File: src/uiofm_defs.vh
/*
 * Constants of the user I/O function mapper: register offsets, field
 * positions, reset values, function and state codes, timing counts.
 * Assumes it is included by bare name into each file that uses it.
 */
`ifndef UIOFM_DEFS_VH
`define UIOFM_DEFS_VH

// ----------------------------------------------------------------
// Register offsets (word index on the plain register port)
// ----------------------------------------------------------------
`define UIOFM_ADDR_CTRL 4'h0
`define UIOFM_ADDR_INMAP 4'h1
`define UIOFM_ADDR_OUTMAP 4'h2
`define UIOFM_ADDR_STATUS 4'h3
`define UIOFM_ADDR_IRQ_STAT 4'h4
`define UIOFM_ADDR_IRQ_MASK 4'h5

// ----------------------------------------------------------------
// Control register fields
// ----------------------------------------------------------------
`define UIOFM_CTRL_START 0
`define UIOFM_CTRL_STOP 1
`define UIOFM_CTRL_CLEAR 2
`define UIOFM_CTRL_LOCK 3

// ----------------------------------------------------------------
// Reset values
// ----------------------------------------------------------------
`define UIOFM_INMAP_RST 16'h0001
`define UIOFM_OUTMAP_RST 32'h0000_0431
`define UIOFM_MASK_RST 5'h00

// ----------------------------------------------------------------
// Input function codes (4 bits per input)
// ----------------------------------------------------------------
`define UIOFM_FN_NONE 4'h0
`define UIOFM_FN_RUN 4'h1
`define UIOFM_FN_INTERLOCK 4'h2
`define UIOFM_FN_CLEAR 4'h3
`define UIOFM_FN_LOCK 4'h4
`define UIOFM_FN_START 4'h5
`define UIOFM_FN_STOP 4'h6

// ----------------------------------------------------------------
// Output state codes (index into the state vector)
// ----------------------------------------------------------------
`define UIOFM_ST_OFF 4'h0
`define UIOFM_ST_ENABLED 4'h1
`define UIOFM_ST_STBY_FAULT 4'h2
`define UIOFM_ST_STANDBY 4'h3
`define UIOFM_ST_FAULT 4'h4
`define UIOFM_ST_CV 4'h5
`define UIOFM_ST_CC 4'h6
`define UIOFM_ST_CP 4'h7
`define UIOFM_ST_CR 4'h8
`define UIOFM_ST_LOCK 4'h9
`define UIOFM_NUM_STATES 16

// ----------------------------------------------------------------
// Interrupt event bits
// ----------------------------------------------------------------
`define UIOFM_EV_FAULT 0
`define UIOFM_EV_STOPPED 1
`define UIOFM_EV_STARTED 2
`define UIOFM_EV_INTERLOCK 3
`define UIOFM_EV_MOMENTARY 4
`define UIOFM_NUM_EV 5

// ----------------------------------------------------------------
// Timing
// ----------------------------------------------------------------
`define UIOFM_CLK_MHZ 40
`define UIOFM_MOM_MIN_US 3000
`define UIOFM_MOM_CYCLES (`UIOFM_MOM_MIN_US * `UIOFM_CLK_MHZ)

`endif

File: src/uiofm_in_chan.v
/*
 * One digital input channel: two-stage synchroniser, settled level, and a
 * momentary pulse issued once the input has stayed high for the minimum time.
 * Assumes the pin is asynchronous to i_sys_clk and i_ce gates all state.
 */
`timescale 1ns/10ps
module uiofm_in_chan #(
    parameter MOM_CYCLES = 120000,
    parameter CW = 20
) (
    input wire i_sys_clk,
    input wire i_rstn,
    input wire i_ce,
    input wire i_pin,
    output reg o_level,
    output reg o_rise,
    output reg o_mom_pulse
);

localparam integer MOM_LAST_I = MOM_CYCLES - 1;
localparam [CW-1:0] MOM_LAST = MOM_LAST_I[CW-1:0];

reg sync1_reg;
reg level_d_reg;
reg [CW-1:0] cnt_reg;
reg fired_reg;

// Synchroniser, level, rise detect and high-time qualifier
always @(posedge i_sys_clk) begin
    if (!i_rstn) begin
        sync1_reg <= 1'b0;
        o_level <= 1'b0;
        o_rise <= 1'b0;
        level_d_reg <= 1'b0;
        o_mom_pulse <= 1'b0;
        cnt_reg <= {CW{1'b0}};
        fired_reg <= 1'b0;
    end else if (i_ce) begin
        sync1_reg <= i_pin;
        o_level <= sync1_reg;
        level_d_reg <= o_level;
        o_rise <= o_level & ~level_d_reg; // Only the second stage feeds logic
        o_mom_pulse <= 1'b0;
        if (!o_level) begin
            cnt_reg <= {CW{1'b0}};
            fired_reg <= 1'b0;
        end else if (!fired_reg) begin
            if (cnt_reg == MOM_LAST) begin
                o_mom_pulse <= 1'b1;
                fired_reg <= 1'b1;
            end else begin
                cnt_reg <= cnt_reg + 1'b1;
            end
        end
    end
end

endmodule // uiofm_in_chan

File: src/uiofm_out_sel.v
/*
 * One digital output: picks one internal state by its 4-bit code and
 * registers it onto the pin.
 * Assumes the state vector is on the same clock; i_ce gates the flop.
 */
`timescale 1ns/10ps
`include "uiofm_defs.vh"
module uiofm_out_sel (
    input wire i_sys_clk,
    input wire i_rstn,
    input wire i_ce,
    input wire [3:0] i_sel,
    input wire [`UIOFM_NUM_STATES-1:0] i_states,
    output reg o_pin
);

// High while the chosen state is active, low otherwise
always @(posedge i_sys_clk) begin
    if (!i_rstn) begin
        o_pin <= 1'b0;
    end else if (i_ce) begin
        o_pin <= i_states[i_sel];
    end
end

endmodule // uiofm_out_sel

File: src/uiofm_top.v
/*
 * User I/O function mapper: four reassignable digital inputs driving run,
 * interlock, fault clear, keypad lock, start and stop; eight reassignable
 * digital outputs reporting internal states; a small register file with
 * a sticky, maskable interrupt.
 * Assumes pins are asynchronous, all other inputs are on i_sys_clk, and
 * the register master follows the one-cycle strobe protocol.
 */
// Summary of operation
// - A stop request always beats a simultaneous start request.
// - Four digital inputs, each routed to a function chosen by a register.
// - Momentary functions fire on a rising edge held high 3 ms or longer.
// - Normally-closed functions need the input high and trigger as it goes low.
// - Active-when-present functions stay asserted exactly while the input is high.
// - Run input is edge start, level stop: a rising edge runs, low stops.
// - Interlock is normally closed; dropping it stops operation.
// - Fault clear removes the latched fault only if the cause is gone.
// - Keypad lock active blocks all front panel key presses.
// - Eight digital outputs, each reporting a state chosen by a register.
// - Each output is high while its state is active, low otherwise.
// - Enabled means input stage engaged and power being processed.
// - Standby-or-fault is the OR of standby and fault.
// - Separate standby-only and fault-only indications.
// - Four regulation-mode indications: voltage, current, power, resistance.
// - Lock indication is active while keypad lock is engaged.
`timescale 1ns/10ps
`include "uiofm_defs.vh"
module uiofm_top #(
    parameter N_IN = 4,
    parameter N_OUT = 8,
    parameter N_KEYS = 8,
    parameter MOM_CYCLES = `UIOFM_MOM_CYCLES
) (
    input wire i_sys_clk,
    input wire i_rstn,
    input wire i_ce,
    input wire [N_IN-1:0] i_din,
    input wire i_fault_cond,
    input wire i_power_active,
    input wire i_const_voltage,
    input wire i_const_current,
    input wire i_const_power,
    input wire i_const_resistance,
    input wire [N_KEYS-1:0] i_key_press,
    input wire [3:0] i_addr,
    input wire [31:0] i_wdata,
    input wire i_wr,
    input wire i_rd,
    output reg [31:0] o_rdata,
    output wire [N_OUT-1:0] o_dout,
    output reg o_input_engaged,
    output reg o_fault,
    output reg o_locked,
    output reg [N_KEYS-1:0] o_key_press,
    output reg o_irq
);

// ----------------------------------------------------------------
// Registers
// ----------------------------------------------------------------
reg [4*N_IN-1:0] inmap_reg;
reg [4*N_OUT-1:0] outmap_reg;
reg sw_lock_reg;
reg [`UIOFM_NUM_EV-1:0] irq_stat_reg;
reg [`UIOFM_NUM_EV-1:0] irq_mask_reg;
reg [`UIOFM_NUM_EV-1:0] irq_stat_next;
reg intlk_trip_d_reg;

// ----------------------------------------------------------------
// Input channels
// ----------------------------------------------------------------
wire [N_IN-1:0] in_level;
wire [N_IN-1:0] in_rise;
wire [N_IN-1:0] in_mom;
wire [N_IN-1:0] is_run;
wire [N_IN-1:0] is_intlk;
wire [N_IN-1:0] is_clear;
wire [N_IN-1:0] is_lock;
wire [N_IN-1:0] is_start;
wire [N_IN-1:0] is_stop;

genvar gi;
generate
    for (gi = 0; gi < N_IN; gi = gi + 1) begin : g_in
        uiofm_in_chan #(
            .MOM_CYCLES(MOM_CYCLES)
        ) u_chan (
            .i_sys_clk(i_sys_clk),
            .i_rstn(i_rstn),
            .i_ce(i_ce),
            .i_pin(i_din[gi]),
            .o_level(in_level[gi]),
            .o_rise(in_rise[gi]),
            .o_mom_pulse(in_mom[gi])
        );
        // Function routing is a register field, not wiring
        assign is_run[gi] = (inmap_reg[4*gi +: 4] == `UIOFM_FN_RUN);
        assign is_intlk[gi] = (inmap_reg[4*gi +: 4] == `UIOFM_FN_INTERLOCK);
        assign is_clear[gi] = (inmap_reg[4*gi +: 4] == `UIOFM_FN_CLEAR);
        assign is_lock[gi] = (inmap_reg[4*gi +: 4] == `UIOFM_FN_LOCK);
        assign is_start[gi] = (inmap_reg[4*gi +: 4] == `UIOFM_FN_START);
        assign is_stop[gi] = (inmap_reg[4*gi +: 4] == `UIOFM_FN_STOP);
    end
endgenerate

// ----------------------------------------------------------------
// Function evaluation
// ----------------------------------------------------------------
// Active-when-present functions follow the level directly
wire run_asg = |is_run;
wire run_high = |(is_run & in_level);
wire run_rise = |(is_run & in_rise);
wire clear_pin = |(is_clear & in_level);
wire lock_pin = |(is_lock & in_level);

// Normally closed: any assigned input low trips
wire intlk_trip = |(is_intlk & ~in_level);

// Momentary functions use the qualified high-time pulse
wire start_pin = |(is_start & in_mom);
wire stop_pin = |(is_stop & in_mom);

// Software command strobes from the control register
wire ctrl_wr = i_wr && (i_addr == `UIOFM_ADDR_CTRL);
wire sw_start = ctrl_wr & i_wdata[`UIOFM_CTRL_START];
wire sw_stop = ctrl_wr & i_wdata[`UIOFM_CTRL_STOP];
wire sw_clear = ctrl_wr & i_wdata[`UIOFM_CTRL_CLEAR];

// Anything that halts operation
wire stop_any = sw_stop | stop_pin | intlk_trip | o_fault | (run_asg & ~run_high);
wire start_any = sw_start | start_pin | run_rise;

// Fault can only be cleared once its causes are gone
wire clear_req = clear_pin | sw_clear;
wire fault_cause = i_fault_cond | intlk_trip;
wire lock_now = lock_pin | sw_lock_reg;

// ----------------------------------------------------------------
// Operating state
// ----------------------------------------------------------------
// Input engage, fault latch, lock and key gating
always @(posedge i_sys_clk) begin
    if (!i_rstn) begin
        o_input_engaged <= 1'b0;
        o_fault <= 1'b0;
        o_locked <= 1'b0;
        o_key_press <= {N_KEYS{1'b0}};
        intlk_trip_d_reg <= 1'b0;
    end else if (i_ce) begin
        if (stop_any) begin
            o_input_engaged <= 1'b0;
        end else if (start_any) begin
            o_input_engaged <= 1'b1;
        end
        if (fault_cause) begin
            o_fault <= 1'b1;
        end else if (clear_req) begin
            o_fault <= 1'b0;
        end
        o_locked <= lock_now;
        o_key_press <= lock_now ? {N_KEYS{1'b0}} : i_key_press;
        intlk_trip_d_reg <= intlk_trip;
    end
end

// ----------------------------------------------------------------
// State vector for the outputs
// ----------------------------------------------------------------
wire st_enabled = o_input_engaged & i_power_active;
wire st_fault = o_fault;
wire st_standby = ~o_input_engaged & ~o_fault;
wire st_stby_fault = st_standby | st_fault;
reg [`UIOFM_NUM_STATES-1:0] states;

// Gather each reportable state at its code position
always @* begin
    states = {`UIOFM_NUM_STATES{1'b0}};
    states[`UIOFM_ST_ENABLED] = st_enabled;
    states[`UIOFM_ST_STBY_FAULT] = st_stby_fault;
    states[`UIOFM_ST_STANDBY] = st_standby;
    states[`UIOFM_ST_FAULT] = st_fault;
    states[`UIOFM_ST_CV] = i_const_voltage;
    states[`UIOFM_ST_CC] = i_const_current;
    states[`UIOFM_ST_CP] = i_const_power;
    states[`UIOFM_ST_CR] = i_const_resistance;
    states[`UIOFM_ST_LOCK] = lock_now;
end

// ----------------------------------------------------------------
// Output channels
// ----------------------------------------------------------------
genvar go;
generate
    for (go = 0; go < N_OUT; go = go + 1) begin : g_out
        uiofm_out_sel u_sel (
            .i_sys_clk(i_sys_clk),
            .i_rstn(i_rstn),
            .i_ce(i_ce),
            .i_sel(outmap_reg[4*go +: 4]),
            .i_states(states),
            .o_pin(o_dout[go])
        );
    end
endgenerate

// ----------------------------------------------------------------
// Interrupt events
// ----------------------------------------------------------------
wire [`UIOFM_NUM_EV-1:0] events;
assign events[`UIOFM_EV_FAULT] = fault_cause & ~o_fault;
assign events[`UIOFM_EV_STOPPED] = stop_any & o_input_engaged;
assign events[`UIOFM_EV_STARTED] = ~stop_any & start_any & ~o_input_engaged;
assign events[`UIOFM_EV_INTERLOCK] = intlk_trip & ~intlk_trip_d_reg;
assign events[`UIOFM_EV_MOMENTARY] = start_pin | stop_pin;

// Write-one-to-clear, a new event wins over the clear
always @* begin
    irq_stat_next = irq_stat_reg;
    if (i_wr && (i_addr == `UIOFM_ADDR_IRQ_STAT)) begin
        irq_stat_next = irq_stat_next & ~i_wdata[`UIOFM_NUM_EV-1:0];
    end
    irq_stat_next = irq_stat_next | events;
end

// ----------------------------------------------------------------
// Register writes, status and interrupt line
// ----------------------------------------------------------------
always @(posedge i_sys_clk) begin
    if (!i_rstn) begin
        inmap_reg <= `UIOFM_INMAP_RST;
        outmap_reg <= `UIOFM_OUTMAP_RST;
        sw_lock_reg <= 1'b0;
        irq_mask_reg <= `UIOFM_MASK_RST;
        irq_stat_reg <= {`UIOFM_NUM_EV{1'b0}};
        o_irq <= 1'b0;
    end else if (i_ce) begin
        if (i_wr) begin
            if (i_addr == `UIOFM_ADDR_CTRL) begin
                sw_lock_reg <= i_wdata[`UIOFM_CTRL_LOCK];
            end else if (i_addr == `UIOFM_ADDR_INMAP) begin
                inmap_reg <= i_wdata[4*N_IN-1:0];
            end else if (i_addr == `UIOFM_ADDR_OUTMAP) begin
                outmap_reg <= i_wdata[4*N_OUT-1:0];
            end else if (i_addr == `UIOFM_ADDR_IRQ_MASK) begin
                irq_mask_reg <= i_wdata[`UIOFM_NUM_EV-1:0];
            end
        end
        irq_stat_reg <= irq_stat_next;
        o_irq <= |(irq_stat_next & irq_mask_reg);
    end
end

// ----------------------------------------------------------------
// Register reads: data stands only in the cycle after the strobe
// ----------------------------------------------------------------
always @(posedge i_sys_clk) begin
    if (!i_rstn) begin
        o_rdata <= 32'h0000_0000;
    end else if (i_ce) begin
        o_rdata <= 32'h0000_0000;
        if (i_rd) begin
            if (i_addr == `UIOFM_ADDR_CTRL) begin
                o_rdata[`UIOFM_CTRL_LOCK] <= sw_lock_reg;
            end else if (i_addr == `UIOFM_ADDR_INMAP) begin
                o_rdata[4*N_IN-1:0] <= inmap_reg;
            end else if (i_addr == `UIOFM_ADDR_OUTMAP) begin
                o_rdata[4*N_OUT-1:0] <= outmap_reg;
            end else if (i_addr == `UIOFM_ADDR_STATUS) begin
                o_rdata[0] <= st_enabled;
                o_rdata[1] <= st_standby;
                o_rdata[2] <= st_fault;
                o_rdata[3] <= lock_now;
                o_rdata[4] <= ~intlk_trip;
                o_rdata[5] <= o_input_engaged;
                o_rdata[11:8] <= in_level[3:0];
                o_rdata[23:16] <= o_dout[7:0];
            end else if (i_addr == `UIOFM_ADDR_IRQ_STAT) begin
                o_rdata[`UIOFM_NUM_EV-1:0] <= irq_stat_reg;
            end else if (i_addr == `UIOFM_ADDR_IRQ_MASK) begin
                o_rdata[`UIOFM_NUM_EV-1:0] <= irq_mask_reg;
            end
        end
    end
end

endmodule // uiofm_top

File: config.mk
export PLATFORM = sky130hd
export DESIGN_NAME = uiofm_top
export DESIGN_NICKNAME = d
export VERILOG_FILES = /design/src/uiofm_in_chan.v /design/src/uiofm_out_sel.v /design/src/uiofm_top.v
export VERILOG_INCLUDE_DIRS = /design/src /design/src/src
export SDC_FILE = /design/constraint.sdc
export NUM_CORES = 1
export LEC_CHECK = 0
export BUFFER_PORTS_ARGS = -buffer_cell sky130_fd_sc_hd__buf_4
export CORE_ASPECT_RATIO = 1.5
export CORE_MARGIN = 2
export CORE_UTILIZATION = 55
export CTS_CLUSTER_SIZE = 24
export DETAILED_ROUTE_END_ITERATION = 8
export MAX_ROUTING_LAYER = met4
export PLACE_DENSITY = 0.74
export SETUP_SLACK_MARGIN = 0.1
export SKIP_CTS_REPAIR_TIMING = 1
export SYNTH_ARGS = -nofsm -noshare
export SYNTH_HDL_FRONTEND = slang
export SYNTH_SLANG_ARGS = --single-unit
File: constraint.sdc
create_clock -name i_sys_clk -period 4.85 [get_ports i_sys_clk]
set_clock_uncertainty 0.1 [all_clocks]
set_input_delay 0.97 -clock i_sys_clk [delete_from_list [all_inputs] [get_ports i_sys_clk]]
set_output_delay 0.97 -clock i_sys_clk [all_outputs]
set_load 0.02 [all_outputs]
== Word-level counts from Yosys, hierarchy flattened ==
Cells that the tools add are included.

* Register bits: 216
* Input bits: 59

* Multiplexer cells: 72
* $lt $le $gt $ge: 8
* $add $sub $neg: 4
* Equality and inequality tests: 41
* Reductions and logical operators: 24
* Bitwise operators: 51

{| class="wikitable"
|+ Operators by type and width
! operator !! number
|-
| 20-bit two-way mux || 12
|-
| 20-bit by 1-bit adder with 20-bit output (second input constant) || 4
|-
| 20-bit by 17-bit equality test with 1-bit output (second input constant) || 4
|-
| 4-bit by 3-bit equality test with 1-bit output (second input constant) || 14
|-
| 4-bit by 2-bit equality test with 1-bit output (second input constant) || 10
|-
| 4-bit by 5-bit < comparator with 1-bit output (second input constant) || 8
|-
| 1-bit two-way mux || 34
|-
| 1-bit binary-select mux with 4-bit select || 8
|-
| 16-bit two-way mux || 2
|-
| 32-bit two-way mux || 1
|-
| 8-bit two-way mux || 4
|-
| 4-bit OR reduction || 8
|-
| 4-bit AND || 7
|-
| 28-bit two-way mux || 1
|-
| 4-bit by 1-bit equality test with 1-bit output (second input constant) || 5
|-
| 5-bit two-way mux || 4
|-
| 2-bit != test (second input constant) || 8
|-
| 1-bit AND || 15
|-
| 3-bit AND reduction || 5
|-
| 1-bit NOT || 13
|-
| 4-bit two-way mux || 3
|-
| 1-bit bitwise OR || 11
|-
| 5-bit AND || 2
|-
| 6-bit two-way mux || 1
|-
| other kinds (13) || 16
|}

== Longest topological paths before layout ==
* Word-level depth: 13
* Gate-level depth with buffers: 9

== By module ==
A second synthesis with hierarchy kept.

* Cells, all modules: 1,440
* Area, all modules: 12,105.4 µm²

{| class="wikitable"
|+ By module, submodules not included
! module !! instances !! cells each !! area each (µm²) !! seq. area each (µm²)
|-
| uiofm_top || 1 || 602 || 4,684.5 || 2,082.0
|-
| uiofm_in_chan at g_in[0].u_chan ... || 3 || 172 || 1,455.1 || 520.5
|-
| uiofm_out_sel || 8 || 19 || 200.2 || 20.0
|-
| uiofm_in_chan at g_in[1].u_chan || 1 || 170 || 1,453.9 || 520.5
|}

== Least setup slack after synthesis ==
No wires, ideal clock.

* Path type: input-to-reg
* From: in i_addr[0]
* To: reg o_irq
* Arrival: 2.522 ns
* Library setup time: 0.125 ns
* Stages on the path: 6
* Path buffers: 0
* Slack: 2.103 ns
* Required time: 4.625 ns
* Cell sequence: or3b_1 nor2_2 nand2_1 a311o_1 a221o_1 o41a_1

* Word-level cells in the longest chain between the ends: 13
* Elaborated cells between the ends (all ways): 20
* Those cells by class: 1 x eq/ne; 1 x mux; 14 x bitwise; 4 x reduce/logical

{| class="wikitable"
|+ Ends and longest elaborated chain
! element !! line !! RTL
|-
| start: declaration || uiofm_top.v:45 || <nowiki>input wire [3:0] i_addr,</nowiki>
|-
| 4-bit logical NOT (no line) || - ||
|-
| 1-bit logical AND || uiofm_top.v:124 || <nowiki>wire ctrl_wr = i_wr && (i_addr == `UIOFM_ADDR_CTRL);</nowiki>
|-
| 1-bit AND || uiofm_top.v:126 || <nowiki>wire sw_stop = ctrl_wr & i_wdata[`UIOFM_CTRL_STOP];</nowiki>
|-
| 1-bit bitwise OR (4 in a row) || uiofm_top.v:130 || <nowiki>wire stop_any = sw_stop | stop_pin | intlk_trip | o_fault | (run_asg & ~run_high);</nowiki>
|-
| 1-bit NOT || uiofm_top.v:212 || <nowiki>assign events[`UIOFM_EV_STARTED] = ~stop_any & start_any & ~o_input_engaged;</nowiki>
|-
| 1-bit AND (2 in a row) || uiofm_top.v:212 ||
|-
| 5-bit bitwise OR (*) || uiofm_top.v:222 || <nowiki>irq_stat_next = irq_stat_next | events;</nowiki>
|-
| 5-bit AND (*) || uiofm_top.v:249 || <nowiki>o_irq <= |(irq_stat_next & irq_mask_reg);</nowiki>
|-
| 5-bit OR reduction (*) || uiofm_top.v:249 ||
|-
| end signal: assignment || uiofm_top.v:249 ||
|-
| end: declaration || uiofm_top.v:55 || <nowiki>output reg o_irq</nowiki>
|}

Mark *: on every way between the ends. The rest lies on a longest branch, timed or not.
A chain may end at the register's enable or synchronous reset.

== Final worst setup path ==
* From: in i_addr[0]
* To: reg inmap_reg[10]

* Word-level cells in the longest chain between the ends: 3
* Elaborated cells between the ends (all ways): 4
* Those cells by class: 1 x eq/ne; 1 x bitwise; 2 x reduce/logical

{| class="wikitable"
|+ Ends and longest elaborated chain
! element !! line !! RTL
|-
| 4-bit logical NOT (no line) || - ||
|-
| 1-bit NOT (no line) || - ||
|-
| 4-bit AND reduction (no line) (*) || - ||
|-
| end signal: assignment || uiofm_top.v:230 || <nowiki>inmap_reg <= `UIOFM_INMAP_RST;</nowiki>
|-
| end signal: assignment || uiofm_top.v:241 || <nowiki>inmap_reg <= i_wdata[4*N_IN-1:0];</nowiki>
|-
| end: declaration || uiofm_top.v:61 || <nowiki>reg [4*N_IN-1:0] inmap_reg;</nowiki>
|}

Marks and branches as above.

==> impl_metrics.env <==
export IMPL_status="completed"
export IMPL_drc=0
export IMPL_p_per_area_nw_per_um2=301
export IMPL_reg2reg_to="o_irq"
export IMPL_finalCritPeriodShare=0.588
export IMPL_coreArea_um2=19600
export IMPL_reg2reg_from="g_in[0].u_chan.o_level"
export IMPL_syn_nets=1362
export IMPL_final_util=0.639
export IMPL_cp_num_buf_inv=2
export IMPL_slew_violations=0
export IMPL_grt_pass1_wl_um=48100
export IMPL_cts_htree_levels=1
export IMPL_slowest_stage="nor2_1"
export IMPL_min_path_cells=2
export IMPL_path_class="input pin to flip-flop"
export IMPL_fin_crit_ns=2.85
export IMPL_yosysTopAreaCell="dfxtp_1"
export IMPL_grt_antenna_before_repair=0
export IMPL_cts_sinks=216
export IMPL_ant_nets=0
export IMPL_cp_max_fo=29
export IMPL_grt_max_degree=104
export IMPL_netSwitchingFraction=0.232
export IMPL_endpoint_kind="flip-flop"
export IMPL_yosysSeqAreaShare=0.395
export IMPL_cts_made_buffers=22
export IMPL_path_cells="buf_4 > clkinv_1 > nor2_1 > nand3_1 > nand2_1 > a21boi_0"
export IMPL_rows=63
export IMPL_die_w_um=119
export IMPL_setup_viol=0
export IMPL_yosys_warnings=0
export IMPL_ys_ff_latch=216
export IMPL_timing_slew_headroom=0.162
export IMPL_synth_edff_count=0
export IMPL_fillCellCount=1688
export IMPL_hp_start="g_in[2].u_chan.level_d_reg"
export IMPL_clock_latency_ns=0.51
export IMPL_seq_area_um2=4320
export IMPL_grt_pass1_vias=9536
export IMPL_hold_violations=0
export IMPL_antennaDiodeCount=0
export IMPL_cap_violations=0
export IMPL_syn_inst=1299
export IMPL_hold_path_class="flip-flop to flip-flop"
export IMPL_synth_area_um2=10900
export IMPL_synth_area_per_cell_um2=8.43
export IMPL_finalInstanceArea_um2=12500
export IMPL_die_h_um=177
export IMPL_setup_tns_ns=0
export IMPL_tritoncts="done"
export IMPL_ys_top_cells_by_area="dfxtp_1 39%, nand2_1 5.7%, a21oi_1 4.5%, a21boi_0 4.0%, nor2b_1 3.7%"
export IMPL_grt_overflow=0
export IMPL_p_int_uw=2900
export IMPL_power_uw=3770
export IMPL_postSynth_asyncResetShare=0
export IMPL_p_leak_uw=0.00433
export IMPL_dpl_cell_area_um2=11800
export IMPL_clk_path_buf_depth=3
export IMPL_layout_commonest_cell="dfxtp_1"
export IMPL_start_util=0.558
export IMPL_switchingPower_uw=877
export IMPL_die_area_um2=21100
export IMPL_max_stage_delay_ns=0.59
export IMPL_dr_pass1_iters=5
export IMPL_place_hpwl_um=21200
export IMPL_avgRoutedWirePerCell_um=18.5
export IMPL_multi_input_area_um2=6140
export IMPL_nets=1424
export IMPL_rsz0062_at_grt="no"
export IMPL_pwr_share_clk=0.447
export IMPL_vdd_drop_max_v=0.000304
export IMPL_critPathTopFamily="simple AND/OR/NAND/NOR gates"
export IMPL_mostFrequentLayoutCells="216 x dfxtp_1, 166 x nand2_1, 126 x buf_4"
export IMPL_ioPinCount=111
export IMPL_synth_top_area_share=0.395
export IMPL_required_ns=5.12
export IMPL_drt_initial_drc_count=657
export IMPL_comb_power_share=0.070
export IMPL_hold_slack_ns=0.367
export IMPL_drive_above_1_share=0.147
export IMPL_ys_types=88
export IMPL_area_growth_pct=14.6
export IMPL_seq_power_share=0.482
export IMPL_rr_worst_depth=6
export IMPL_portBuffers=110
export IMPL_num_vias=9976
export IMPL_holdPathEnd="g_in[2].u_chan.level_d_reg"
export IMPL_viasPerCell=6.10
export IMPL_fmax_ghz=0.351
export IMPL_place_congestion=0.986
export IMPL_ff2ff_setup_slack_ns=2.09
export IMPL_cp_arrival_ns=3.13
export IMPL_largest_reg_flops=80
export IMPL_synth_ff_type="dfxtp_1"
export IMPL_critPathLaunchType="input pin"
export IMPL_clk_pin_slew_ns=0.06
export IMPL_clockRootBuffer="clkbuf_16"
export IMPL_tightest_slew_ns=1.25
export IMPL_globalRouteTotalUtil=0.288
export IMPL_wirelength_um=30200
==> stage by stage <==
step / worst slack [ns] / instances
after detailed placement: 1.54 / 1597
after global placement: 1.56 / 1597
final: 2.00 / 1635
after CTS: 2.03 / 1635
after global routing: 1.80 / 1635
after floorplan: 2.10 / 1299
==> worst max-delay path by stage <==
stage                    from             to  depth (start not counted)
detailed placement  i_addr[0]  inmap_reg[10]                          6
floorplan           i_addr[0]          o_irq                          6
global route        i_addr[0]  inmap_reg[10]                          6
CTS                 i_addr[0]  inmap_reg[10]                          6
global placement    i_addr[0]  inmap_reg[10]                          6
finish              i_addr[0]  inmap_reg[10]                          6
==> area by class of cell <==
class	instances	area share
clock buffer	33	0.0528
clock inverter	5	0.00399
inverter	27	0.00808
multi-input combinational	968	0.489
sequential	216	0.345
tap	260	0.0259
timing repair buffer	126	0.0754
==> worst register-to-register path: cells and delay by family (launching register included) <==
kind	cells	cell delay, ns
AOI/OAI and AO/OA	4	1.18
buffers and inverters	1	0.29
DFF	1	0.59
and+or+nand+nor	1	0.49
==> power by group through the flow <==
stage | combinational [µW] | clock [µW] | sequential, µW
6_report | 265 | 1690 | 1820
5_1_grt | 285 | 1790 | 1820
4_1_cts | 263 | 1720 | 1820
3_5_place_dp | 263 | 0 | 1860
3_3_place_gp | 260 | 0 | 1860
2_1_floorplan | 160 | 0 | 1860
==> layer usage <==
| metal | global-route usage | share of wire | vias up |
|---|---|---|---|
| li1 | - | - | 4820 |
| met1 | 0.303 | 0.39 | 4737 |
| met2 | 0.520 | 0.51 | 305 |
| met3 | 0.0341 | 0.045 | 114 |
| met4 | 0.162 | 0.063 | 0 |
| met5 | - | 0 | - |
==> cells in the mapped netlist, types with 15 or more instances <==
| master | n |
|---|---|
| nand4_1 | 22 |
| dfxtp_1 | 216 |
| a21oi_1 | 99 |
| o21ai_0 | 31 |
| nand2_1 | 166 |
| xnor2_1 | 24 |
| nand3_1 | 42 |
| nor3_1 | 16 |
| a22oi_1 | 27 |
| o21ai_1 | 15 |
| nor2_1 | 96 |
| clkbuf_1 | 63 |
| a21boi_0 | 58 |
| and2_1 | 15 |
| nor2b_1 | 65 |
| or3_1 | 24 |
| mux2i_1 | 25 |
| inv_1 | 26 |
==> cells by family after synthesis <==
family	Yosys count	share of synthesized area
mux	34	0.0403
xor+xnor	30	0.0240
fa+ha+maj	4	0.00457
buf+inv	115	0.0450
flops	216	0.395
compound gates	364	0.236
simple gates	536	0.255
Power figures use the tool's default switching activity.
